### src/core/tcp_pkg.sv
/*
  Constants for the capture/compare timer channel pair: register offsets,
  field positions, reset values and mode codes.
  Assumes a 32-bit APB slave with word-aligned byte addresses.
*/
package tcp_pkg;
  // Register byte offsets
  localparam logic [7:0] TCP_OFS_CTRL = 8'h00;
  localparam logic [7:0] TCP_OFS_OPT = 8'h04;
  localparam logic [7:0] TCP_OFS_OVF_CLR = 8'h08;
  localparam logic [7:0] TCP_OFS_CNT = 8'h0C;
  localparam logic [7:0] TCP_OFS_CCR0 = 8'h10;
  localparam logic [7:0] TCP_OFS_CCR1 = 8'h14;
  localparam logic [7:0] TCP_OFS_EDGE = 8'h18;
  localparam logic [7:0] TCP_OFS_OUTC = 8'h1C;
  localparam logic [7:0] TCP_OFS_IRQ_STAT = 8'h20;
  localparam logic [7:0] TCP_OFS_IRQ_MASK = 8'h24;

  // Control register fields
  localparam int TCP_CTRL_MODE_LSB = 0;
  localparam int TCP_CTRL_EXT_CLK = 6;
  localparam int TCP_CTRL_RUN = 7;
  localparam int TCP_CTRL_W = 8;

  // Option register fields
  localparam int TCP_OPT_OVF = 0;
  localparam int TCP_OPT_ROLE0 = 4;
  localparam int TCP_OPT_ROLE1 = 5;

  // Interrupt status bits
  localparam int TCP_IRQ_CC0 = 0;
  localparam int TCP_IRQ_CC1 = 1;
  localparam int TCP_IRQ_OVF = 2;
  localparam int TCP_IRQ_W = 3;

  // Edge selection codes, two bits per pin
  localparam logic [1:0] TCP_EDGE_NONE = 2'h0;
  localparam logic [1:0] TCP_EDGE_RISE = 2'h1;
  localparam logic [1:0] TCP_EDGE_FALL = 2'h2;
  localparam logic [1:0] TCP_EDGE_BOTH = 2'h3;

  // Mode field codes
  localparam logic [2:0] TCP_MODE_FREE = 3'h5;
  localparam logic [2:0] TCP_MODE_PULSE = 3'h6;

  // Counter values and reset values
  localparam logic [15:0] TCP_CNT_ZERO = 16'h0000;
  localparam logic [15:0] TCP_CNT_MAX = 16'hFFFF;
  localparam logic [15:0] TCP_CCR_RST = 16'h0000;
  localparam logic [7:0] TCP_BYTE_RST = 8'h00;
  localparam logic [31:0] TCP_WORD_ZERO = 32'h0000_0000;

  typedef enum logic [2:0] {
    TCP_ST_IDLE = 3'b001,
    TCP_ST_FREE = 3'b010,
    TCP_ST_PULSE = 3'b100
  } tcp_state_type;
endpackage

### src/core/tcp_edge_detect.sv
/*
  Valid-edge detector for one capture trigger pin.
  Assumes the pin is synchronous to ref_clk.
*/
`timescale 1ns/1ps
module tcp_edge_detect
  import tcp_pkg::*;
(
  // Clock and reset
  input wire logic ref_clk,
  input wire logic sys_rst,
  // Pin and selection
  input wire logic pin,
  input wire logic [1:0] edge_sel,
  // Results
  output logic valid_edge,
  output logic rise
);
  logic pin_prev;
  wire fall;

  always_ff @(posedge ref_clk) begin
    if (sys_rst) begin
      pin_prev <= 1'b0;
    end else begin
      pin_prev <= pin;
    end
  end

  assign rise = pin & ~pin_prev;
  assign fall = ~pin & pin_prev;

  always_comb begin
    unique case (edge_sel)
      TCP_EDGE_NONE: valid_edge = 1'b0;
      TCP_EDGE_RISE: valid_edge = rise;
      TCP_EDGE_FALL: valid_edge = fall;
      TCP_EDGE_BOTH: valid_edge = rise | fall;
    endcase
  end
endmodule // tcp_edge_detect

### src/core/tcp_timer.sv
/*
  Sixteen-bit timer with two capture/compare channels, free-running and
  pulse-width measurement modes, overflow flag and interrupt logic, APB slave.
  Assumes trigger pins synchronous to ref_clk and an APB master on ref_clk.
*/
// Chosen here: the placing of the registers and the APB register port.
// Function
// - Mode code 110 selects pulse-width measurement
// - Counter counts once run bit set
// - Edge captures count, interrupts; clears counter in pulse-width mode only
// - Overflow after FFFFH: interrupt, wrap, flag
// - External clock on pin zero, measure pin one
// - Output control ignored in pulse-width mode
// - Flag cleared by bit clear or write
// - Bit clear loses to simultaneous overflow
// - Counter read returns live count harmlessly
// - Mode code 101 selects free-running operation
// - Role bit picks compare or capture
`timescale 1ns/1ps
module tcp_timer
  import tcp_pkg::*;
(
  // Clock and reset
  input wire logic ref_clk,
  input wire logic sys_rst,
  // APB slave
  input wire logic psel,
  input wire logic penable,
  input wire logic pwrite,
  input wire logic [7:0] paddr,
  input wire logic [31:0] pwdata,
  output logic [31:0] prdata,
  output logic pready,
  output logic pslverr,
  // Capture trigger pins
  input wire logic trigger_pin_zero,
  input wire logic trigger_pin_one,
  // Timer outputs and events
  output logic [1:0] timer_out,
  output logic [1:0] capture_compare_irq,
  output logic overflow_irq,
  output logic irq
);
  // Register state
  logic [TCP_CTRL_W-1:0] timer_control_reg0;
  logic overflow_flag;
  logic [1:0] role_select;
  logic [15:0] counter;
  logic [15:0] capture_compare_reg [2];
  logic [3:0] edge_select_reg;
  logic [3:0] output_control_reg;
  logic [TCP_IRQ_W-1:0] irq_status;
  logic [TCP_IRQ_W-1:0] irq_mask;
  tcp_state_type state;
  tcp_state_type next_state;

  // APB decode
  function automatic logic hit(input logic [7:0] addr, input logic [7:0] ofs);
    hit = (addr == ofs);
  endfunction

  wire access = psel & penable;
  wire wr_en = access & pready & pwrite;
  wire rd_setup = access & ~pready;
  wire mapped = hit(paddr, TCP_OFS_CTRL) | hit(paddr, TCP_OFS_OPT) |
    hit(paddr, TCP_OFS_OVF_CLR) | hit(paddr, TCP_OFS_CNT) |
    hit(paddr, TCP_OFS_CCR0) | hit(paddr, TCP_OFS_CCR1) |
    hit(paddr, TCP_OFS_EDGE) | hit(paddr, TCP_OFS_OUTC) |
    hit(paddr, TCP_OFS_IRQ_STAT) | hit(paddr, TCP_OFS_IRQ_MASK);
  wire wr_ctrl = wr_en & hit(paddr, TCP_OFS_CTRL);
  wire wr_opt = wr_en & hit(paddr, TCP_OFS_OPT);
  wire wr_ovf_clr = wr_en & hit(paddr, TCP_OFS_OVF_CLR) & pwdata[TCP_OPT_OVF];
  wire wr_ccr0 = wr_en & hit(paddr, TCP_OFS_CCR0);
  wire wr_ccr1 = wr_en & hit(paddr, TCP_OFS_CCR1);
  wire wr_edge = wr_en & hit(paddr, TCP_OFS_EDGE);
  wire wr_outc = wr_en & hit(paddr, TCP_OFS_OUTC);
  wire wr_stat = wr_en & hit(paddr, TCP_OFS_IRQ_STAT);
  wire wr_mask = wr_en & hit(paddr, TCP_OFS_IRQ_MASK);

  // Control fields
  wire [2:0] mode_select_field = timer_control_reg0[TCP_CTRL_MODE_LSB +: 3];
  wire run_control_bit = timer_control_reg0[TCP_CTRL_RUN];
  wire ext_clk_sel = timer_control_reg0[TCP_CTRL_EXT_CLK];
  wire [1:0] pin0_edge_sel = edge_select_reg[1:0];
  wire [1:0] pin1_edge_sel = edge_select_reg[3:2];

  // Edge detection
  wire [1:0] valid_edge;
  wire [1:0] pin_rise;

  tcp_edge_detect u_edge0 (
    .ref_clk(ref_clk),
    .sys_rst(sys_rst),
    .pin(trigger_pin_zero),
    .edge_sel(pin0_edge_sel),
    .valid_edge(valid_edge[0]),
    .rise(pin_rise[0])
  );

  tcp_edge_detect u_edge1 (
    .ref_clk(ref_clk),
    .sys_rst(sys_rst),
    .pin(trigger_pin_one),
    .edge_sel(pin1_edge_sel),
    .valid_edge(valid_edge[1]),
    .rise(pin_rise[1])
  );

  // Mode state
  always_comb begin
    next_state = TCP_ST_IDLE;
    if (run_control_bit && mode_select_field == TCP_MODE_FREE) begin
      next_state = TCP_ST_FREE;
    end else if (run_control_bit && mode_select_field == TCP_MODE_PULSE) begin
      next_state = TCP_ST_PULSE;
    end
  end

  always_ff @(posedge ref_clk) begin
    if (sys_rst) begin
      state <= TCP_ST_IDLE;
    end else begin
      state <= next_state;
    end
  end

  wire running = (state != TCP_ST_IDLE);
  wire pulse_mode = (state == TCP_ST_PULSE);
  wire free_mode = (state == TCP_ST_FREE);

  // Count clock: ref_clk, or rising edges on pin zero when external
  wire tick = running & (ext_clk_sel ? pin_rise[0] : 1'b1);
  wire wrap = tick & (counter == TCP_CNT_MAX);

  // Pin zero never captures while it carries the external count clock
  wire [1:0] cap_edge = valid_edge & {1'b1, ~ext_clk_sel};

  // Per-channel capture and compare events
  wire [1:0] capture_ev;
  wire [1:0] compare_ev;
  wire [1:0] chan_ev;
  wire pulse_clear = pulse_mode & (|capture_ev);

  genvar ch;
  generate
    for (ch = 0; ch < 2; ch++) begin : g_chan
      // Capture in pulse mode, or in free mode with capture role
      assign capture_ev[ch] = running & cap_edge[ch] &
        (pulse_mode | role_select[ch]);
      // Compare fires on the count following the match
      assign compare_ev[ch] = free_mode & ~role_select[ch] & tick &
        (counter == capture_compare_reg[ch]);
      assign chan_ev[ch] = capture_ev[ch] | compare_ev[ch];
    end
  endgenerate

  // Counter
  logic [15:0] next_counter;

  always_comb begin
    next_counter = counter;
    if (!running) begin
      next_counter = TCP_CNT_ZERO;
    end else if (pulse_clear) begin
      next_counter = TCP_CNT_ZERO;
    end else if (wrap) begin
      next_counter = TCP_CNT_ZERO;
    end else if (tick) begin
      next_counter = counter + 16'h0001;
    end
  end

  always_ff @(posedge ref_clk) begin
    if (sys_rst) begin
      counter <= TCP_CNT_ZERO;
    end else begin
      counter <= next_counter;
    end
  end

  // Capture/compare registers: capture beats a software write
  always_ff @(posedge ref_clk) begin
    if (sys_rst) begin
      capture_compare_reg[0] <= TCP_CCR_RST;
      capture_compare_reg[1] <= TCP_CCR_RST;
    end else begin
      if (capture_ev[0]) begin
        capture_compare_reg[0] <= counter;
      end else if (wr_ccr0) begin
        capture_compare_reg[0] <= pwdata[15:0];
      end
      if (capture_ev[1]) begin
        capture_compare_reg[1] <= counter;
      end else if (wr_ccr1) begin
        capture_compare_reg[1] <= pwdata[15:0];
      end
    end
  end

  // Overflow flag: write of zero wins, bit clear loses to set
  logic next_overflow_flag;

  always_comb begin
    next_overflow_flag = overflow_flag;
    if (wr_ovf_clr) begin
      next_overflow_flag = 1'b0;
    end
    if (wrap) begin
      next_overflow_flag = 1'b1;
    end
    if (wr_opt && !pwdata[TCP_OPT_OVF]) begin
      next_overflow_flag = 1'b0;
    end
  end

  // Configuration registers
  always_ff @(posedge ref_clk) begin
    if (sys_rst) begin
      timer_control_reg0 <= TCP_BYTE_RST;
      role_select <= 2'b00;
      edge_select_reg <= 4'h0;
      output_control_reg <= 4'h0;
      irq_mask <= '0;
      overflow_flag <= 1'b0;
    end else begin
      overflow_flag <= next_overflow_flag;
      if (wr_ctrl) begin
        timer_control_reg0 <= pwdata[TCP_CTRL_W-1:0];
      end
      if (wr_opt) begin
        role_select <= {pwdata[TCP_OPT_ROLE1], pwdata[TCP_OPT_ROLE0]};
      end
      if (wr_edge) begin
        edge_select_reg <= pwdata[3:0];
      end
      if (wr_outc) begin
        output_control_reg <= pwdata[3:0];
      end
      if (wr_mask) begin
        irq_mask <= pwdata[TCP_IRQ_W-1:0];
      end
    end
  end

  // Interrupt status: sticky, write one to clear, set wins
  wire [TCP_IRQ_W-1:0] irq_set = {wrap, chan_ev[1], chan_ev[0]};
  wire [TCP_IRQ_W-1:0] irq_clr = wr_stat ? pwdata[TCP_IRQ_W-1:0] : '0;
  wire [TCP_IRQ_W-1:0] next_irq_status = (irq_status & ~irq_clr) | irq_set;

  always_ff @(posedge ref_clk) begin
    if (sys_rst) begin
      irq_status <= '0;
      irq <= 1'b0;
      capture_compare_irq <= 2'b00;
      overflow_irq <= 1'b0;
    end else begin
      irq_status <= next_irq_status;
      irq <= |(next_irq_status & irq_mask);
      capture_compare_irq <= chan_ev;
      overflow_irq <= wrap;
    end
  end

  // Timer outputs: level in bits 1:0, enable in bits 3:2
  wire [1:0] out_level = output_control_reg[1:0];
  wire [1:0] out_enable = output_control_reg[3:2];
  wire start = run_control_bit & (state == TCP_ST_IDLE) & (next_state == TCP_ST_FREE);
  logic [1:0] next_timer_out;

  always_comb begin
    next_timer_out = timer_out;
    if (pulse_mode) begin
      next_timer_out = 2'b00;
    end else if (!free_mode && !start) begin
      next_timer_out = out_level;
    end else begin
      next_timer_out = timer_out ^ (out_enable & (compare_ev | {2{start}}));
    end
  end

  always_ff @(posedge ref_clk) begin
    if (sys_rst) begin
      timer_out <= 2'b00;
    end else begin
      timer_out <= next_timer_out;
    end
  end

  // Read mux
  logic [31:0] rd_data;

  always_comb begin
    rd_data = TCP_WORD_ZERO;
    if (hit(paddr, TCP_OFS_CTRL)) begin
      rd_data[TCP_CTRL_W-1:0] = timer_control_reg0;
    end
    if (hit(paddr, TCP_OFS_OPT)) begin
      rd_data[TCP_OPT_OVF] = overflow_flag;
      rd_data[TCP_OPT_ROLE0] = role_select[0];
      rd_data[TCP_OPT_ROLE1] = role_select[1];
    end
    if (hit(paddr, TCP_OFS_CNT)) begin
      rd_data[15:0] = counter;
    end
    if (hit(paddr, TCP_OFS_CCR0)) begin
      rd_data[15:0] = capture_compare_reg[0];
    end
    if (hit(paddr, TCP_OFS_CCR1)) begin
      rd_data[15:0] = capture_compare_reg[1];
    end
    if (hit(paddr, TCP_OFS_EDGE)) begin
      rd_data[3:0] = edge_select_reg;
    end
    if (hit(paddr, TCP_OFS_OUTC)) begin
      rd_data[3:0] = output_control_reg;
    end
    if (hit(paddr, TCP_OFS_IRQ_STAT)) begin
      rd_data[TCP_IRQ_W-1:0] = irq_status;
    end
    if (hit(paddr, TCP_OFS_IRQ_MASK)) begin
      rd_data[TCP_IRQ_W-1:0] = irq_mask;
    end
  end

  // APB answer: one wait state, data and error registered
  always_ff @(posedge ref_clk) begin
    if (sys_rst) begin
      pready <= 1'b0;
      pslverr <= 1'b0;
      prdata <= TCP_WORD_ZERO;
    end else begin
      pready <= rd_setup;
      pslverr <= rd_setup & ~mapped;
      if (rd_setup && !pwrite) begin
        prdata <= rd_data;
      end
    end
  end
endmodule // tcp_timer

### config.mk
export PLATFORM = sky130hd
export DESIGN_NAME = tcp_timer
export DESIGN_NICKNAME = d
export VERILOG_FILES = /design/src/core/tcp_pkg.sv /design/src/core/tcp_edge_detect.sv /design/src/core/tcp_timer.sv
export SDC_FILE = /design/constraint.sdc
export NUM_CORES = 1
export LEC_CHECK = 0
export ABC_AREA = 1
export ABC_CLOCK_PERIOD_IN_PS = 4720
export BUFFER_PORTS_ARGS = -buffer_cell sky130_fd_sc_hd__buf_2
export CAP_MARGIN = 20
export CORE_MARGIN = 2
export CORE_UTILIZATION = 30
export DETAILED_ROUTE_END_ITERATION = 16
export GPL_ROUTABILITY_DRIVEN = 0
export GPL_TIMING_DRIVEN = 0
export PLACE_DENSITY_LB_ADDON = 0.3
export SYNTH_ARGS = -nofsm -noshare
export SYNTH_HDL_FRONTEND = slang
export SYNTH_SLANG_ARGS = --single-unit
### constraint.sdc
create_clock -name ref_clk -period 4.72 [get_ports ref_clk]
set_input_delay 0.944 -clock ref_clk [delete_from_list [all_inputs] [get_ports ref_clk]]
set_output_delay 0.944 -clock ref_clk [all_outputs]
set_load 0.02 [all_outputs]
==> impl_metrics.yaml <==
run_status:
  status: "completed"
critical_path:
  worstSetupStartpoint: "trigger_pin_one"
  required_ns: 4.56
  critPathArrivalTime_ns: 3.13
  cp_max_fo: 16
  critPathMostFrequentCell: "nand2_1"
  cp_top_family: "simple AND/OR/NAND/NOR gates"
  critPathSlowestCell: "nand3_1"
  critical_path_class: "in -> reg"
  crit_chain: "buf_2 > inv_1 > ha_1 > a21oi_1 > o21ai_0 > nand2_1 > nand2_1 > nand4_2 > clkbuf_2 > nand3_1"
  r2r_start: "u_edge1.pin_prev"
  crit_path_max_incr_delay_ns: 0.74
  start_kind: "primary input"
  critPathCaptureType: "flip-flop"
  crit_buf_inv: 3
clocking:
  clk_latency_ns: 0.35
  cts_resized: 0
  cts.htree.levels: 3
  cts_setup_buffers: 0
  cts-buffers-inserted: 9
  clock_path_buffers: 2
  cts_root_buf: "clkbuf_16"
  ctsHoldBuffers: 0
  clock_sinks: 102
  cts_tree: "done"
  cts.clk_slew.worst_paths_ns: 0.07
synthesis:
  synth.area.top_cells: "dfxtp_1, edfxtp_1, nand2_1, inv_1, nand3_1"
  synth_seq_cells: 102
  ys_top_cells_by_count: "nand2_1, inv_1, dfxtp_1"
  ys_warn_count: 0
  synth_top_cell_area_share_pct: 23.9
  ys_seq_area_share_pct: 40.4
  synth_edf_count: 32
  synth_area_um2: 5850
  syn_inst: 793
  synth.distinct_cells: 49
  ys.flop_type: "dfxtp_1"
  synth_area_leader_cell: "dfxtp_1"
  yosysMostFrequentCell: "nand2_1"
  synth.avg_cell_area_um2: 7.38
  synthArstFlopShare_pct: 0
global_route:
  antenna_found_initial: 0
  grt_pass1_wl_mm: 28.6
  grt_use_total_pct: 18.5
  grt_max_degree: 17
  grt_pass1_vias: 5101
  overflow: 0
pwr:
  internal_power_mw: 1.37
  design_power_total_mw: 1.79
  netSwitchingPower_mw: 0.424
  power_density_nw_per_um2: 264
  comb_power_share_pct: 6.4
  ir_worst_vdd_mv: 0.142
  sw_frac_of_total_pct: 23.6
  clkPwrFrac_pct: 42.1
  leakage_nw: 2.84
  power.share.sequential_pct: 51.5
placed_design:
  portBuffers: 53
  placed_cells: 1126
  pre_cts_slack_ns: 1.02
  dp_hpwl_mm: 14.3
floorplanning:
  die_area_um2: 20600
  fp.dieH_um: 144
  core_area_um2: 19300
  initial_core_util_pct: 30.3
  std_cell_rows: 51
  boundaryPins: 87
  dieWidth_um: 144
timing:
  fin_setup_tns_ns: 0
  finalSetupViolCount: 0
  finalHoldViolations: 0
  rsz0062_at_grt: "false"
  setup_ws_ns: 1.43
  relSlewSlack_pct: 38.4
  finalMaxSlewViolations: 0
  tightest_slew_ns: 0.922
  fin_crit_sh_pct: 69.8
  period_needed_ns: 3.29
  clock-skew-final_ns: 0.0118
  max_freq_mhz: 304
layout:
  multiInputGateArea_um2: 2850
  final_nets: 924
  regArea_um2: 2360
  instances_no_fill: 1142
  nFillCells: 2054
  flow.area_growth_from_synthesis_pct: 16.2
  drive_gt1_share_pct: 19.2
  largest_reg_flops: 32
  n_antenna_cell: 0
  final_core_util_pct: 35.2
route:
  firstDrtPassIters: 5
  drc: 0
  post_drt_wl_per_cell_um: 16.4
  dr_total_vias: 5458
  ant_nets: 0
  drtIter0Drc: 480
  vias_per_cell: 4.78
  wl_mm: 18.7
worst_hold_path:
  min_from: "prdata[13]"
  hold_path.class: "reg -> reg"
job:
  cap_violations: 0
-- layout make-up --
type | instances | area share, %
Multi-Input combinational cell | 556 | 41.9
Sequential cell | 102 | 34.7
Inverter | 102 | 5.63
Tap cell | 265 | 4.87
Buffer | 48 | 4.63
Clock buffer | 14 | 4.19
Timing Repair Buffer | 53 | 3.90
Clock inverter | 2 | 0.166
-- per-stage QoR --
| step | hold WS (ns) | instance area (um^2) |
|---|---|---|
| detailed placement | 0.455 | 6510 |
| finish | 0.463 | 6800 |
| CTS | 0.466 | 6800 |
| floorplan | 0.439 | 5910 |
| global route | 0.478 | 6800 |
| global placement | 0.453 | 6510 |
-- logic make-up (layout without fill, tap and decap cells) --
family / after synthesis / after routing / share of synthesized area [%]
AOI/OAI and AO/OA: 143 / 143 / 14.0
adders and majority gates: 5 / 5 / 1.07
buffers and inverters: 150 / 219 / 11.9
DFF: 102 / 102 / 40.4
other: 1 / 16 / 0.0641
xor gates and xnor gates: 14 / 14 / 2.09
and+or+nand+nor: 378 / 378 / 30.5
-- path summary, 6_finish.rpt --
check / to / cells past startpoint / slack (ns)
worst min-delay path: prdata[13] / 2 / 0.46
worst min register to register: prdata[13] / 2 / 0.46
worst max register to register: capture_compare_reg[1][9] / 8 / 1.87
worst max-delay path: capture_compare_reg[1][9] / 10 / 1.43
-- placed cells by master (no fill, tap or decap), drive strengths merged --
cell type  count
nand2        205
inv          101
buf           93
nor2          79
dfxtp         70
nand3         62
o21ai         61
a21oi         50
edfxtp        32
clkbuf        22
o22ai         16
conb          16
nand4         14
nor3          10
xor2           8
o221ai         7
xnor2          6
ha             5
clkinv         3
nor4           3
nor3b          3
o211ai         2
a31oi          2
o21bai         2
a211oi         2
or2            1
and2           1
a221oi         1
-- power groups by stage --
| stage | registers, mW | logic [mW] | clock network (mW) |
|---|---|---|---|
| 2_1_floorplan | 0.943 | 0.0705 | 0 |
| 3_5_place_dp | 0.944 | 0.114 | 0 |
| 6_report | 0.924 | 0.114 | 0.756 |
| 5_1_grt | 0.925 | 0.126 | 0.804 |
| 3_3_place_gp | 0.943 | 0.113 | 0 |
| 4_1_cts | 0.923 | 0.114 | 0.767 |
-- metal layers --
layer  track usage, %  wire (um)
met5                0          0
met4             6.24        484
met3             3.30       1200
met2             29.8       8520
met1             25.0       8470
-- worst register-to-register path: cells and delay by family (launching register included) --
family | cells | cell delay (ns)
AO/OA/AOI/OAI | 2 | 0.21
adder cells (fa/ha/maj) | 1 | 0.27
buffers and inverters | 1 | 0.37
flip-flops | 1 | 0.31
AND/OR/NAND/NOR | 4 | 1.17
Power figures use the tool's default switching activity.
